<file path="config.mk">
export PLATFORM = sky130hd
export DESIGN_NAME = two_wire_bus_mode_serial_port
export DESIGN_NICKNAME = d
export VERILOG_FILES = /design/src/design/two_wire_pkg.sv /design/src/design/sync_two_flop.sv /design/src/design/two_wire_bus_mode_serial_port.sv
export SDC_FILE = /design/constraint.sdc
export NUM_CORES = 1
export LEC_CHECK = 0
export BUFFER_PORTS_ARGS = -buffer_cell sky130_fd_sc_hd__buf_2
export CORE_MARGIN = 1.5
export CORE_UTILIZATION = 53
export CTS_CLUSTER_SIZE = 16
export DETAILED_ROUTE_END_ITERATION = 7
export HOLD_SLACK_MARGIN = 0.08
export PLACE_DENSITY = 0.8
export SLEW_MARGIN = 40
export SYNTH_ARGS = -nofsm -noshare
export SYNTH_HDL_FRONTEND = slang
export SYNTH_SLANG_ARGS = --single-unit
</file>
<file path="constraint.sdc">
create_clock -name ref_clk -period 4.8 [get_ports ref_clk]
set_input_delay 0.72 -clock ref_clk [delete_from_list [all_inputs] [get_ports ref_clk]]
set_output_delay 0.72 -clock ref_clk [all_outputs]
set_load 0.01 [all_outputs]
</file>
<file path="src/design/two_wire_pkg.sv">
`default_nettype none
package two_wire_pkg;
    // register byte addresses, one aligned 32-bit word each
    localparam logic [4:0] ADR_MODE = 5'h00;
    localparam logic [4:0] ADR_BUSCTL = 5'h04;
    localparam logic [4:0] ADR_SHIFT = 5'h08;
    localparam logic [4:0] ADR_SVA = 5'h0c;
    localparam logic [4:0] ADR_TIMING = 5'h10;
    localparam logic [4:0] ADR_STATUS = 5'h14;
    // mode_register_zero fields
    localparam int MODE_EN = 7;
    localparam int MODE_MATCH = 6;
    localparam int MODE_WAKE = 5;
    localparam int MODE_MASTER = 1;
    localparam int MODE_LATCH = 0;
    // bus_control_register fields
    localparam int BUS_RELEASE = 7;
    localparam int BUS_START = 3;
    localparam int BUS_STOP = 2;
    // interrupt_timing_register fields
    localparam int TIM_SEL = 6;
    localparam int TIM_CLD = 5;
    localparam int TIM_CLC = 3;
    localparam int TIM_WAIT_RELEASE = 2;
    localparam int TIM_WATH = 1;
    localparam int TIM_WATL = 0;
    // status register field
    localparam int STAT_FLAG = 0;
    // reset values
    localparam logic [7:0] MODE_RST = 8'h01;
    localparam logic [7:0] BUSCTL_RST = 8'h00;
    localparam logic [7:0] TIM_RST = 8'h03;
    localparam logic [7:0] SHIFT_RST = 8'hff;
    localparam logic [7:0] SVA_RST = 8'h00;
    // timing
    localparam int CLK_NS = 100;
    localparam int SCL_HALF_NS = 5000;
    localparam int SCL_HALF_CYC = (SCL_HALF_NS + CLK_NS - 1) / CLK_NS;
    localparam logic [3:0] BITS_WAIT8 = 4'h8;
    localparam logic [3:0] BITS_WAIT9 = 4'h9;
    typedef enum logic [1:0] {
        ST_IDLE = 2'b00,
        ST_SHIFT = 2'b01,
        ST_WAIT = 2'b10
    } xfer_state_t;
endpackage
`default_nettype wire

</file>
<file path="src/design/sync_two_flop.sv">
`timescale 1ns/10ps
`default_nettype none
module sync_two_flop #(
    parameter int WIDTH = 2
) (
    input wire logic ref_clk,
    input wire logic rst_n,
    input wire logic [WIDTH-1:0] asyncIn,
    output logic [WIDTH-1:0] syncOut
);
    logic [WIDTH-1:0] meta_q;
    logic [WIDTH-1:0] sync_q;

    // lines idle high through the pull-ups
    always_ff @(posedge ref_clk) begin
        if (!rst_n) begin
            meta_q <= '1;
            sync_q <= '1;
        end else begin
            meta_q <= asyncIn;
            sync_q <= meta_q;
        end
    end

    assign syncOut = sync_q;
endmodule
`default_nettype wire

</file>
<file path="src/design/two_wire_bus_mode_serial_port.sv">
// Contract
// - data line is open-drain out, sensed in
// - wake-up keeps data output released
// - address match after start sets flag
// - wake-up also flags on stop condition
// - transmitter samples real line into shifter
// - match status bit reads comparator result
// - shift out on falling edge, msb first
// - capture data line on rising edge
// - write starts only if enabled, clock idle
// - enable after write does not start
// - write during wait held until clocked
// - stop after eight bits, set flag
// - master clock low idle; level bit releases it
// - wait ends on release bit or write
// - slave send: write frees wait at once
// - slave receive fails if clock released
// - detect start and stop on data edges
// - stop sets stop flag, clears start flag
// - nine-clock wait flags on ninth rise
// - eight-clock wait flags on eighth rise
//
// The register addresses and the Wishbone interface to the registers are this design's own decisions.
`timescale 1ns/10ps
`default_nettype none
module two_wire_bus_mode_serial_port #(
    parameter logic [7:0] HALF_CYC = 8'(two_wire_pkg::SCL_HALF_CYC)
) (
    input wire logic ref_clk,
    input wire logic rst_n,
    input wire logic wb_cyc_i,
    input wire logic wb_stb_i,
    input wire logic wb_we_i,
    input wire logic [4:0] wb_adr_i,
    input wire logic [31:0] wb_dat_i,
    input wire logic [3:0] wb_sel_i,
    output logic [31:0] wb_dat_o,
    output logic wb_ack_o,
    input wire logic sclIn,
    output logic sclOut,
    output logic sclOe,
    input wire logic sdaIn,
    output logic sdaOut,
    output logic sdaOe
);
    if (HALF_CYC < 8'h02) begin : badHalf
        $error("HALF_CYC must be at least 2");
    end

    two_wire_pkg::xfer_state_t st_q, st_d;
    logic [3:0] bitCnt_q, bitCnt_d;
    logic [7:0] sr_q, sr_d, sva_q, sva_d, div_q, div_d;
    logic so_q, so_d, addrPhase_q, addrPhase_d, hit_q, hit_d;
    logic en_q, en_d, wake_q, wake_d, master_q, master_d, latch_q, latch_d;
    logic relEn_q, relEn_d, start_q, start_d, stop_q, stop_d;
    logic sel_q, sel_d, clc_q, clc_d, flag_q, flag_d, sclRel_q, sclRel_d;
    logic [1:0] wat_q, wat_d;
    logic sclPrev_q, sdaPrev_q, ack_q;
    logic [31:0] dat_q, dat_d;
    logic [1:0] lineSync;
    logic sclS, sdaS, sclRise, sclFall, startCond, stopCond, match;
    logic wbDo, wr, wrShift, wrTiming, startOk;
    logic [3:0] endCnt;
    logic [7:0] srNext;
    logic [7:0] byteNow;

    sync_two_flop #(.WIDTH(2)) lineSyncU (
        .ref_clk(ref_clk),
        .rst_n(rst_n),
        .asyncIn({sclIn, sdaIn}),
        .syncOut(lineSync)
    );

    assign sclS = lineSync[1];
    assign sdaS = lineSync[0];
    assign sclRise = sclS & ~sclPrev_q;
    assign sclFall = ~sclS & sclPrev_q;
    assign startCond = ~sdaS & sdaPrev_q & sclS & sclPrev_q;
    assign stopCond = sdaS & ~sdaPrev_q & sclS & sclPrev_q;
    assign match = (sr_q == sva_q);
    assign wbDo = wb_cyc_i & wb_stb_i & ~ack_q;
    assign wr = wbDo & wb_we_i & wb_sel_i[0];
    assign wrShift = wr & (wb_adr_i == two_wire_pkg::ADR_SHIFT);
    assign wrTiming = wr & (wb_adr_i == two_wire_pkg::ADR_TIMING);
    // slave cannot start while the clock line already floats high
    assign startOk = en_q & (st_q != two_wire_pkg::ST_SHIFT)
        & (master_q | ~sclS);
    assign endCnt = wat_q[0] ? two_wire_pkg::BITS_WAIT9
        : two_wire_pkg::BITS_WAIT8;
    // the real line is taken in, so a sender can compare afterwards
    assign srNext = {sr_q[6:0], sdaS};
    // the ninth clock is not shifted, so the byte is the one held
    assign byteNow = (bitCnt_q < 4'h8) ? srNext : sr_q;

    always_comb begin
        st_d = st_q;
        bitCnt_d = bitCnt_q;
        sr_d = sr_q;
        sva_d = sva_q;
        div_d = div_q;
        so_d = so_q;
        addrPhase_d = addrPhase_q;
        hit_d = hit_q;
        en_d = en_q;
        wake_d = wake_q;
        master_d = master_q;
        latch_d = latch_q;
        relEn_d = relEn_q;
        start_d = start_q;
        stop_d = stop_q;
        sel_d = sel_q;
        clc_d = clc_q;
        flag_d = flag_q;
        sclRel_d = sclRel_q;
        wat_d = wat_q;
        dat_d = 32'h0000_0000;
        if (wbDo && !wb_we_i) begin
            unique case (wb_adr_i)
                two_wire_pkg::ADR_MODE: dat_d[7:0] = {en_q, match, wake_q,
                    3'h0, master_q, latch_q};
                two_wire_pkg::ADR_BUSCTL: dat_d[7:0] = {relEn_q, 3'h0,
                    start_q, stop_q, 2'h0};
                two_wire_pkg::ADR_SHIFT: dat_d[7:0] = sr_q;
                two_wire_pkg::ADR_SVA: dat_d[7:0] = sva_q;
                two_wire_pkg::ADR_TIMING: dat_d[7:0] = {1'b0, sel_q, sclS,
                    1'b0, clc_q, 1'b0, wat_q};
                two_wire_pkg::ADR_STATUS: dat_d[7:0] = {7'h00, flag_q};
                default: dat_d = 32'h0000_0000;
            endcase
        end
        if (wr) begin
            unique case (wb_adr_i)
                two_wire_pkg::ADR_MODE: begin
                    en_d = wb_dat_i[two_wire_pkg::MODE_EN];
                    wake_d = wb_dat_i[two_wire_pkg::MODE_WAKE];
                    master_d = wb_dat_i[two_wire_pkg::MODE_MASTER];
                    latch_d = wb_dat_i[two_wire_pkg::MODE_LATCH];
                end
                two_wire_pkg::ADR_BUSCTL: begin
                    relEn_d = wb_dat_i[two_wire_pkg::BUS_RELEASE];
                end
                two_wire_pkg::ADR_SVA: begin
                    sva_d = wb_dat_i[7:0];
                end
                two_wire_pkg::ADR_TIMING: begin
                    sel_d = wb_dat_i[two_wire_pkg::TIM_SEL];
                    clc_d = wb_dat_i[two_wire_pkg::TIM_CLC];
                    wat_d = {wb_dat_i[two_wire_pkg::TIM_WATH],
                        wb_dat_i[two_wire_pkg::TIM_WATL]};
                end
                two_wire_pkg::ADR_STATUS: begin
                    if (wb_dat_i[two_wire_pkg::STAT_FLAG]) begin
                        flag_d = 1'b0;
                    end
                end
                default: begin
                end
            endcase
        end
        if (wrTiming && wb_dat_i[two_wire_pkg::TIM_WAIT_RELEASE]
            && st_q == two_wire_pkg::ST_WAIT) begin
            st_d = two_wire_pkg::ST_IDLE;
        end
        if (wrShift) begin
            // data is held even when no transfer can start yet
            sr_d = wb_dat_i[7:0];
            if (st_q == two_wire_pkg::ST_WAIT) begin
                st_d = two_wire_pkg::ST_IDLE;
            end
            if (startOk) begin
                st_d = two_wire_pkg::ST_SHIFT;
                bitCnt_d = 4'h0;
                so_d = wb_dat_i[7];
                div_d = HALF_CYC;
                sclRel_d = 1'b0;
            end
        end
        if (st_q == two_wire_pkg::ST_SHIFT) begin
            // master clock; a stretching slave stalls the high phase
            if (master_q && !clc_q) begin
                if (div_q != 8'h00) begin
                    div_d = div_q - 8'h01;
                end else if (!sclRel_q) begin
                    sclRel_d = 1'b1;
                    div_d = HALF_CYC;
                end else if (sclS) begin
                    sclRel_d = 1'b0;
                    div_d = HALF_CYC;
                end
            end
            if (sclRise) begin
                bitCnt_d = bitCnt_q + 4'h1;
                if (bitCnt_q < 4'h8) begin
                    sr_d = srNext;
                end
                if (bitCnt_q + 4'h1 == endCnt) begin
                    addrPhase_d = 1'b0;
                    hit_d = ~wake_q | (addrPhase_q && byteNow == sva_q);
                    if (!wake_q || (addrPhase_q && byteNow == sva_q)) begin
                        flag_d = 1'b1;
                    end
                end
            end
            if (sclFall) begin
                if (bitCnt_q == endCnt) begin
                    // hold the clock low as a wait once the byte is done if hit_q, else return to idle
                    st_d = hit_q ? two_wire_pkg::ST_WAIT
                        : two_wire_pkg::ST_IDLE;
                    so_d = 1'b1;
                end else begin
                    so_d = (bitCnt_q < 4'h8) ? sr_q[7] : 1'b1;
                end
            end
        end
        if (startCond) begin
            start_d = 1'b1;
            stop_d = 1'b0;
            addrPhase_d = 1'b1;
            if (en_q && wake_q && !master_q) begin
                // wake-up receives the address with no shifter write
                st_d = two_wire_pkg::ST_SHIFT;
                bitCnt_d = 4'h0;
                so_d = 1'b1;
            end
        end
        if (stopCond) begin
            stop_d = 1'b1;
            start_d = 1'b0;
            if (en_q && wake_q) begin
                flag_d = 1'b1;
            end
            if (!master_q) begin
                st_d = two_wire_pkg::ST_IDLE;
            end
            if (relEn_q) begin
                so_d = 1'b1;
            end
        end
        if (!en_q) begin
            st_d = two_wire_pkg::ST_IDLE;
            so_d = 1'b1;
        end
    end

    always_ff @(posedge ref_clk) begin
        if (!rst_n) begin
            st_q <= two_wire_pkg::ST_IDLE;
            bitCnt_q <= 4'h0;
            sr_q <= two_wire_pkg::SHIFT_RST;
            sva_q <= two_wire_pkg::SVA_RST;
            div_q <= 8'h00;
            so_q <= 1'b1;
            addrPhase_q <= 1'b0;
            hit_q <= 1'b0;
            {en_q, wake_q} <= 2'h0;
            master_q <= two_wire_pkg::MODE_RST[two_wire_pkg::MODE_MASTER];
            latch_q <= two_wire_pkg::MODE_RST[two_wire_pkg::MODE_LATCH];
            relEn_q <= two_wire_pkg::BUSCTL_RST[two_wire_pkg::BUS_RELEASE];
            {start_q, stop_q} <= 2'h0;
            sel_q <= two_wire_pkg::TIM_RST[two_wire_pkg::TIM_SEL];
            clc_q <= two_wire_pkg::TIM_RST[two_wire_pkg::TIM_CLC];
            wat_q <= two_wire_pkg::TIM_RST[1:0];
            flag_q <= 1'b0;
            sclRel_q <= 1'b0;
            sclPrev_q <= 1'b1;
            sdaPrev_q <= 1'b1;
            ack_q <= 1'b0;
            dat_q <= 32'h0000_0000;
        end else begin
            st_q <= st_d;
            bitCnt_q <= bitCnt_d;
            sr_q <= sr_d;
            sva_q <= sva_d;
            div_q <= div_d;
            so_q <= so_d;
            addrPhase_q <= addrPhase_d;
            hit_q <= hit_d;
            {en_q, wake_q} <= {en_d, wake_d};
            master_q <= master_d;
            latch_q <= latch_d;
            relEn_q <= relEn_d;
            {start_q, stop_q} <= {start_d, stop_d};
            sel_q <= sel_d;
            clc_q <= clc_d;
            wat_q <= wat_d;
            flag_q <= flag_d;
            sclRel_q <= sclRel_d;
            sclPrev_q <= sclS;
            sdaPrev_q <= sdaS;
            ack_q <= wbDo;
            dat_q <= dat_d;
        end
    end

    assign wb_ack_o = ack_q;
    assign wb_dat_o = dat_q;
    // both lines only ever pull low; the pull-ups make the high level
    assign sclOut = 1'b0;
    assign sdaOut = 1'b0;
    assign sclOe = en_q & ((st_q == two_wire_pkg::ST_WAIT) | ~latch_q
        | (master_q & ~clc_q
        & ~((st_q == two_wire_pkg::ST_SHIFT) & sclRel_q)));
    assign sdaOe = en_q & ~wake_q & ~so_q;
endmodule
`default_nettype wire

</file>
Word-level counts from Yosys, hierarchy flattened

Cells that the tools add are included.

Add/sub/neg operators: 2
Multiply operators: 0
Div/mod/pow operators: 0
$lt $le $gt $ge: 1
Eq/ne operators: 12
Shift-type cells: 0
Muxes and demuxes: 64
Bitwise gates (word level): 37
Reductions and logical operators: 27

Operator list:

| operator                                                               | count |
|---|---|
| 8-bit 2-to-1 mux                                                       | 12 |
| 8-bit one-hot mux with 6 select lines                                  | 1 |
| 1-bit 2-to-1 mux                                                       | 33 |
| 2-bit 2-to-1 mux                                                       | 12 |
| 4-bit 2-to-1 mux                                                       | 6 |
| 1-bit AND                                                              | 22 |
| 8-bit equality test                                                    | 2 |
| 2-bit AND reduction                                                    | 6 |
| 1-bit NOT                                                              | 11 |
| 5-bit by 4-bit equality test with 1-bit output (second input constant) | 2 |
| 5-bit equality test (second input constant)                            | 2 |
| 4-bit equality test                                                    | 2 |
| 2-bit nonzero test                                                     | 4 |
| 8-bit nonzero test                                                     | 1 |
| 8-bit by 1-bit subtractor with 8-bit output (second input constant)    | 1 |
| 1-bit logical AND                                                      | 7 |
| 3-bit AND reduction                                                    | 2 |
| 5-bit by 3-bit equality test with 1-bit output (second input constant) | 1 |
| 5-bit logical NOT                                                      | 1 |
| 4-bit by 1-bit adder with 4-bit output (second input constant)         | 1 |
| 1-bit logical NOT                                                      | 4 |
| 4-bit < comparator (second input constant)                             | 1 |
| 1-bit OR                                                               | 4 |
| 2-bit by 1-bit equality test with 1-bit output (second input constant) | 1 |
| 4 further kinds                                                        | 4 |

Register bits: 85
Bits in latches: 0
RAM bits: 0
Bits in read-only memories: 0
Input port bits: 48
Output and inout bits: 37
Logic and storage cells: 170
Memories: 0

Longest topological paths before layout

Depth in word-level cells: 18
Depth in mapped cells: 7
Gate-level depth less buffers: 7

Cells and area by module

Synthesis repeated with hierarchy kept, for this count alone.

Cell total of the unflattened synthesis: 390
Area total of the unflattened synthesis: 3331.9 sq um

Modules (own cells, without submodules):

| module                        | instances | cells each | area an instance (sq um) | sequential area each (sq um) |
|---|---|---|---|---|
| two_wire_bus_mode_serial_port | 1         | 382        | 3226.8                   | 1141.1 |
| sync_two_flop                 | 1         | 8          | 105.1                    | 80.1 |

Least setup slack after synthesis

OpenSTA, ideal clock, no wires.

Kind: input -> register
Start: in wb_adr_i[3]
End: reg so_q
Arrival: 2.029 ns
Required time: 4.676 ns
Slack: 2.646 ns
Stages on the path: 6
Buffers on the path: 1
Path through: buf_4 -> or4b_4 -> nor4_4 -> nand2_1 -> a211oi_2 -> o21ai_2

Longest elaborated chain between the ends: 9

Ends and longest elaborated chain:

| item                                               | line                                 | RTL |
|---|---|---|
| from (decl)                                        | two_wire_bus_mode_serial_port.sv:34  | `input wire logic [4:0] wb_adr_i,` |
| 5-bit by 4-bit equality test with 1-bit output (*) | two_wire_bus_mode_serial_port.sv:83  | `assign wrShift = wr & (wb_adr_i == two_wire_pkg::ADR_SHIFT);` |
| 1-bit AND (*)                                      | two_wire_bus_mode_serial_port.sv:83  |  |
| 1-bit 2-to-1 mux (*)                               | two_wire_bus_mode_serial_port.sv:164 | `if (wrShift) begin` |
| 1-bit 2-to-1 mux                                   | two_wire_bus_mode_serial_port.sv:204 | `if (sclFall) begin` |
| 1-bit 2-to-1 mux (*)                               | two_wire_bus_mode_serial_port.sv:178 | `if (st_q == two_wire_pkg::ST_SHIFT) begin` |
| 1-bit 2-to-1 mux                                   | two_wire_bus_mode_serial_port.sv:219 | `if (en_q && wake_q && !master_q) begin` |
| 1-bit 2-to-1 mux (*)                               | two_wire_bus_mode_serial_port.sv:215 | `if (startCond) begin` |
| 1-bit 2-to-1 mux                                   | two_wire_bus_mode_serial_port.sv:235 | `if (relEn_q) begin` |
| 1-bit 2-to-1 mux (*)                               | two_wire_bus_mode_serial_port.sv:226 | `if (stopCond) begin` |
| to (signal assigned)                               | two_wire_bus_mode_serial_port.sv:252 | `so_q <= 1'b1;` |
| to (signal assigned)                               | two_wire_bus_mode_serial_port.sv:275 | `so_q <= so_d;` |
| to (decl)                                          | two_wire_bus_mode_serial_port.sv:53  | `logic so_q, so_d, addrPhase_q, addrPhase_d, hit_q, hit_d;` |

Every way passes the cells marked *; elsewhere a longest branch is shown, timed or not.
A chain may end at the register's enable or synchronous reset.

Worst setup path in the final report

Start: reg master_q
End: out sclOe

Longest elaborated chain between the ends: 4

Ends and longest elaborated chain:

| item                   | line                                 | RTL |
|---|---|---|
| from (decl)            | two_wire_bus_mode_serial_port.sv:54  | `logic en_q, en_d, wake_q, wake_d, master_q, master_d, latch_q, latch_d;` |
| from (signal assigned) | two_wire_bus_mode_serial_port.sv:256 | `master_q <= two_wire_pkg::MODE_RST[two_wire_pkg::MODE_MASTER];` |
| from (signal assigned) | two_wire_bus_mode_serial_port.sv:279 | `master_q <= master_d;` |
| 1-bit AND              | two_wire_bus_mode_serial_port.sv:301 | `\| (master_q & ~clc_q` |
| 1-bit AND              | two_wire_bus_mode_serial_port.sv:302 | `& ~((st_q == two_wire_pkg::ST_SHIFT) & sclRel_q)));` |
| 1-bit OR               | two_wire_bus_mode_serial_port.sv:301 |  |
| 1-bit AND              | two_wire_bus_mode_serial_port.sv:300 | `assign sclOe = en_q & ((st_q == two_wire_pkg::ST_WAIT) \| ~latch_q` |
| to (decl)              | two_wire_bus_mode_serial_port.sv:41  | `output logic sclOe,` |

No other way between the ends.

==> metrics.txt <==
status finished, final reports clean; GRT Overall Usage 0.2611; Flop pwr share 0.491; Placer Congestion 0.9562; largest family of logic cells by synthesized area simple AND/OR/NAND/NOR gates; Die Wd 82.71 um; actual slew at the worst max-slew pin 0.8136 ns; CP Launch Type flip-flop; Post-DP Area 3436 um2; setup bufs post-CTS 0; crit-path max FO 6; EDFF count, synth 0; Met2 Wirelength 3.404 mm; mux share of post-synthesis cell area 0.1107; I/O pins 85; CTS resizes 0; clock slew at reported path FFs 0.07 ns; Ant. Diodes 0; cell family contributing the most delay on the critical path flip-flops; Synth Area in Compound Gates 0.1568; core region area 6026 um2; post-route cell area 3646 um2; WL per Instance 16.09 um; ANT nets after route 0; Setup CP Type reg2out; critical-path cell list inv_1 -> o22ai_1 -> o21ai_0 -> a21boi_0 -> buf_2; first-pass GRT wire length 13.28 mm; Leakage 1.477 nW; critical path buffer and inverter count 2; number of port buffers 31; Distinct cells, synth 59; final hold viol count 0; TritonCTS clock tree built; fraction of layout cells with a size suffix above 1 0.1498; most frequent cells in the layout dfxtp_1, mux2i_1, nor2_1; xor-xnor portion of the synthesized cell area 0.05203; Req. time, crit path 4.08 ns; Num CTS Buffers 9; fin crit period 2.361 ns; Yosys warnings 0; met1 wire length 3.616 mm; Cell Rows 28; highest routed layer met4; DR vias 2885; fillers 541; combinational share of power 0.054; CTS sink count 61; Initial Utilization 0.5588; met3 routed WL 665 um; Avg Cell Area, Syn 8.814 um2; drt drc 0; worst skew pair latency 0.35 ns; max_slew headroom 0.4570; Post-Synthesis Cells 382; Clock power frac 0.456; simple-gate area share of the yosys netlist 0.2062; drt total wl 7.866 mm; ys async rst share 0; initial antenna violation count 0; VDD IR-drop max 0.2034 mV; RSZ-0062 raised after global routing false; Max Cap Viol 0; hold crit path type reg2reg; clk root buf clkbuf_8; Setup violations, final 0; grt total ovfl 0; fmax 423.6 MHz; Setup Skew 0.009756 ns; most common cell after layout, fill and taps aside dfxtp_1; Worst Path Arrival 1.64 ns; Final Cycle Share 0.4918; DIE AREA 6840 um2; Area Overhead vs Synth 8.287%; Seq/Total Area, Yosys 0.3627; Mapped Area 3367 um2; largest net degree at the start of global routing 24; Initial DRC Count 263; PD cells 287.2 nW/um2; Die H 82.71 um; setup_tns 0 ns; final net count 460; post-synthesis adder-cell area fraction 0.01115; TritonRoute pass-1 iters 5; Int Power 0.7940 mW; via/cell ratio 5.900; crit end category output pin; Switch Pwr 0.2533 mW; flops & latches, synth 61; Max Slew Vio Count 0; commonest register cell after synthesis dfxtp_1; CTS max path bufs 2; vias in the first global route 2699; CTS H-tree depth 3; Critical-path top delay cell dfxtp_1; DPL Wire Length 5.645 mm; cts hold-fix bufs 0; Net Sw Frac 0.2418; CP max stage delay 0.52 ns
==> metal layers <==
| layer | up-vias | GRT usage |
|---|---|---|
| met5 | - | 0 |
| met4 | 0 | 0.1383 |
| met3 | 14 | 0.04615 |
| met2 | 166 | 0.3870 |
| met1 | 1338 | 0.3591 |
| li1 | 1367 | - |
==> state kept, by name, indices dropped and copies added (netlist names), 2 cells and up <==
signal             cells
bitCnt_q               4
sva_q                  8
lineSyncU.syncOut      2
sr_q                   8
lineSyncU.meta_q       2
st_q                   2
wat_q                  2
div_q                  8
wb_dat_o               8
==> cell families (layout without fill, tap and decap cells) <==
kind of cell,Yosys count,count (layout)
AO/OA/AOI/OAI,74,74
XOR/XNOR,20,20
adder cells (fa/ha/maj),3,3
buffers and inverters,55,62
flip-flops,61,61
multiplexers,37,37
other,1,26
AND/OR/NAND/NOR,131,131
==> worst reg2reg max path, stage by stage, from the launching register on <==
cell and delay (ns):
dfxtp_1 0.81, mux2i_1 0.33, xor2_1 0.20, nand3_1 0.10
or4_4 0.51, a311oi_2 0.23
==> power groups by stage <==
| stage | logic [mW] | registers, mW | clock network, mW |
|---|---|---|---|
| 6_report | 0.0564 | 0.514 | 0.477 |
| 2_1_floorplan | 0.0517 | 0.523 | 0 |
| 3_3_place_gp | 0.0541 | 0.525 | 0 |
| 5_1_grt | 0.0638 | 0.514 | 0.505 |
| 3_5_place_dp | 0.0553 | 0.525 | 0 |
| 4_1_cts | 0.0554 | 0.514 | 0.483 |
==> cell usage after synthesis (4+ instances only) <==
cell,instances,area (um2)
or3_1,4,25.02
nand2b_1,10,62.56
nand3_1,14,70.07
a21oi_1,20,100.1
nand2_1,28,105.1
xor2_1,18,157.7
nor2_1,34,127.6
buf_4,27,202.7
mux2i_1,35,350.3
o21ai_0,11,55.05
clkbuf_1,8,30.03
a2bb2oi_1,8,70.07
a31oi_1,5,31.28
dfxtp_1,61,1221
nand3b_1,4,30.03
inv_1,14,52.55
nor3_1,11,55.05
nor2b_1,4,25.02
==> through the flow <==
step           setup slack, ns  cells  utilization  hold slack (ns)  power, mW
5_1_grt                  2.274    489       0.6051           0.4231      1.083
2_1_floorplan            2.646    407            -           0.3863     0.5751
3_3_place_gp             1.733    472       0.5689           0.3908     0.5789
4_1_cts                  2.470    489       0.6051           0.4123      1.052
6_report                 2.439    489       0.6051           0.4095      1.047
3_5_place_dp             2.207    473       0.5702           0.3947     0.5804
==> cell type report <==
cell class	count	area, um2	area share
timing repair buffer	32	162.7	0.04461
inverter	14	52.55	0.01441
multi-input combinational	291	1906	0.5226
clock buffer	11	151.4	0.04152
clock inverter	5	58.81	0.01613
sequential	61	1221	0.3349
tap	75	93.84	0.02574
==> final timing paths <==
| kind | slack, ns | cells after the start | startpoint | to |
|---|---|---|---|---|
| setup reg to reg | 2.54 | 5 | bitCnt_q[3]$_SDFF_PN0_ | flag_q$_SDFF_PN0_ |
| hold / removal | 0.41 | 1 | lineSyncU.meta_q[0]$_SDFF_PN1_ | lineSyncU.syncOut[0]$_SDFF_PN1_ |
| setup / recovery | 2.44 | 5 | master_q$_SDFFE_PN0P_ | sclOe |
| hold reg to reg | 0.41 | 1 | lineSyncU.meta_q[0]$_SDFF_PN1_ | lineSyncU.syncOut[0]$_SDFF_PN1_ |
(Power assumes the default switching activity.)
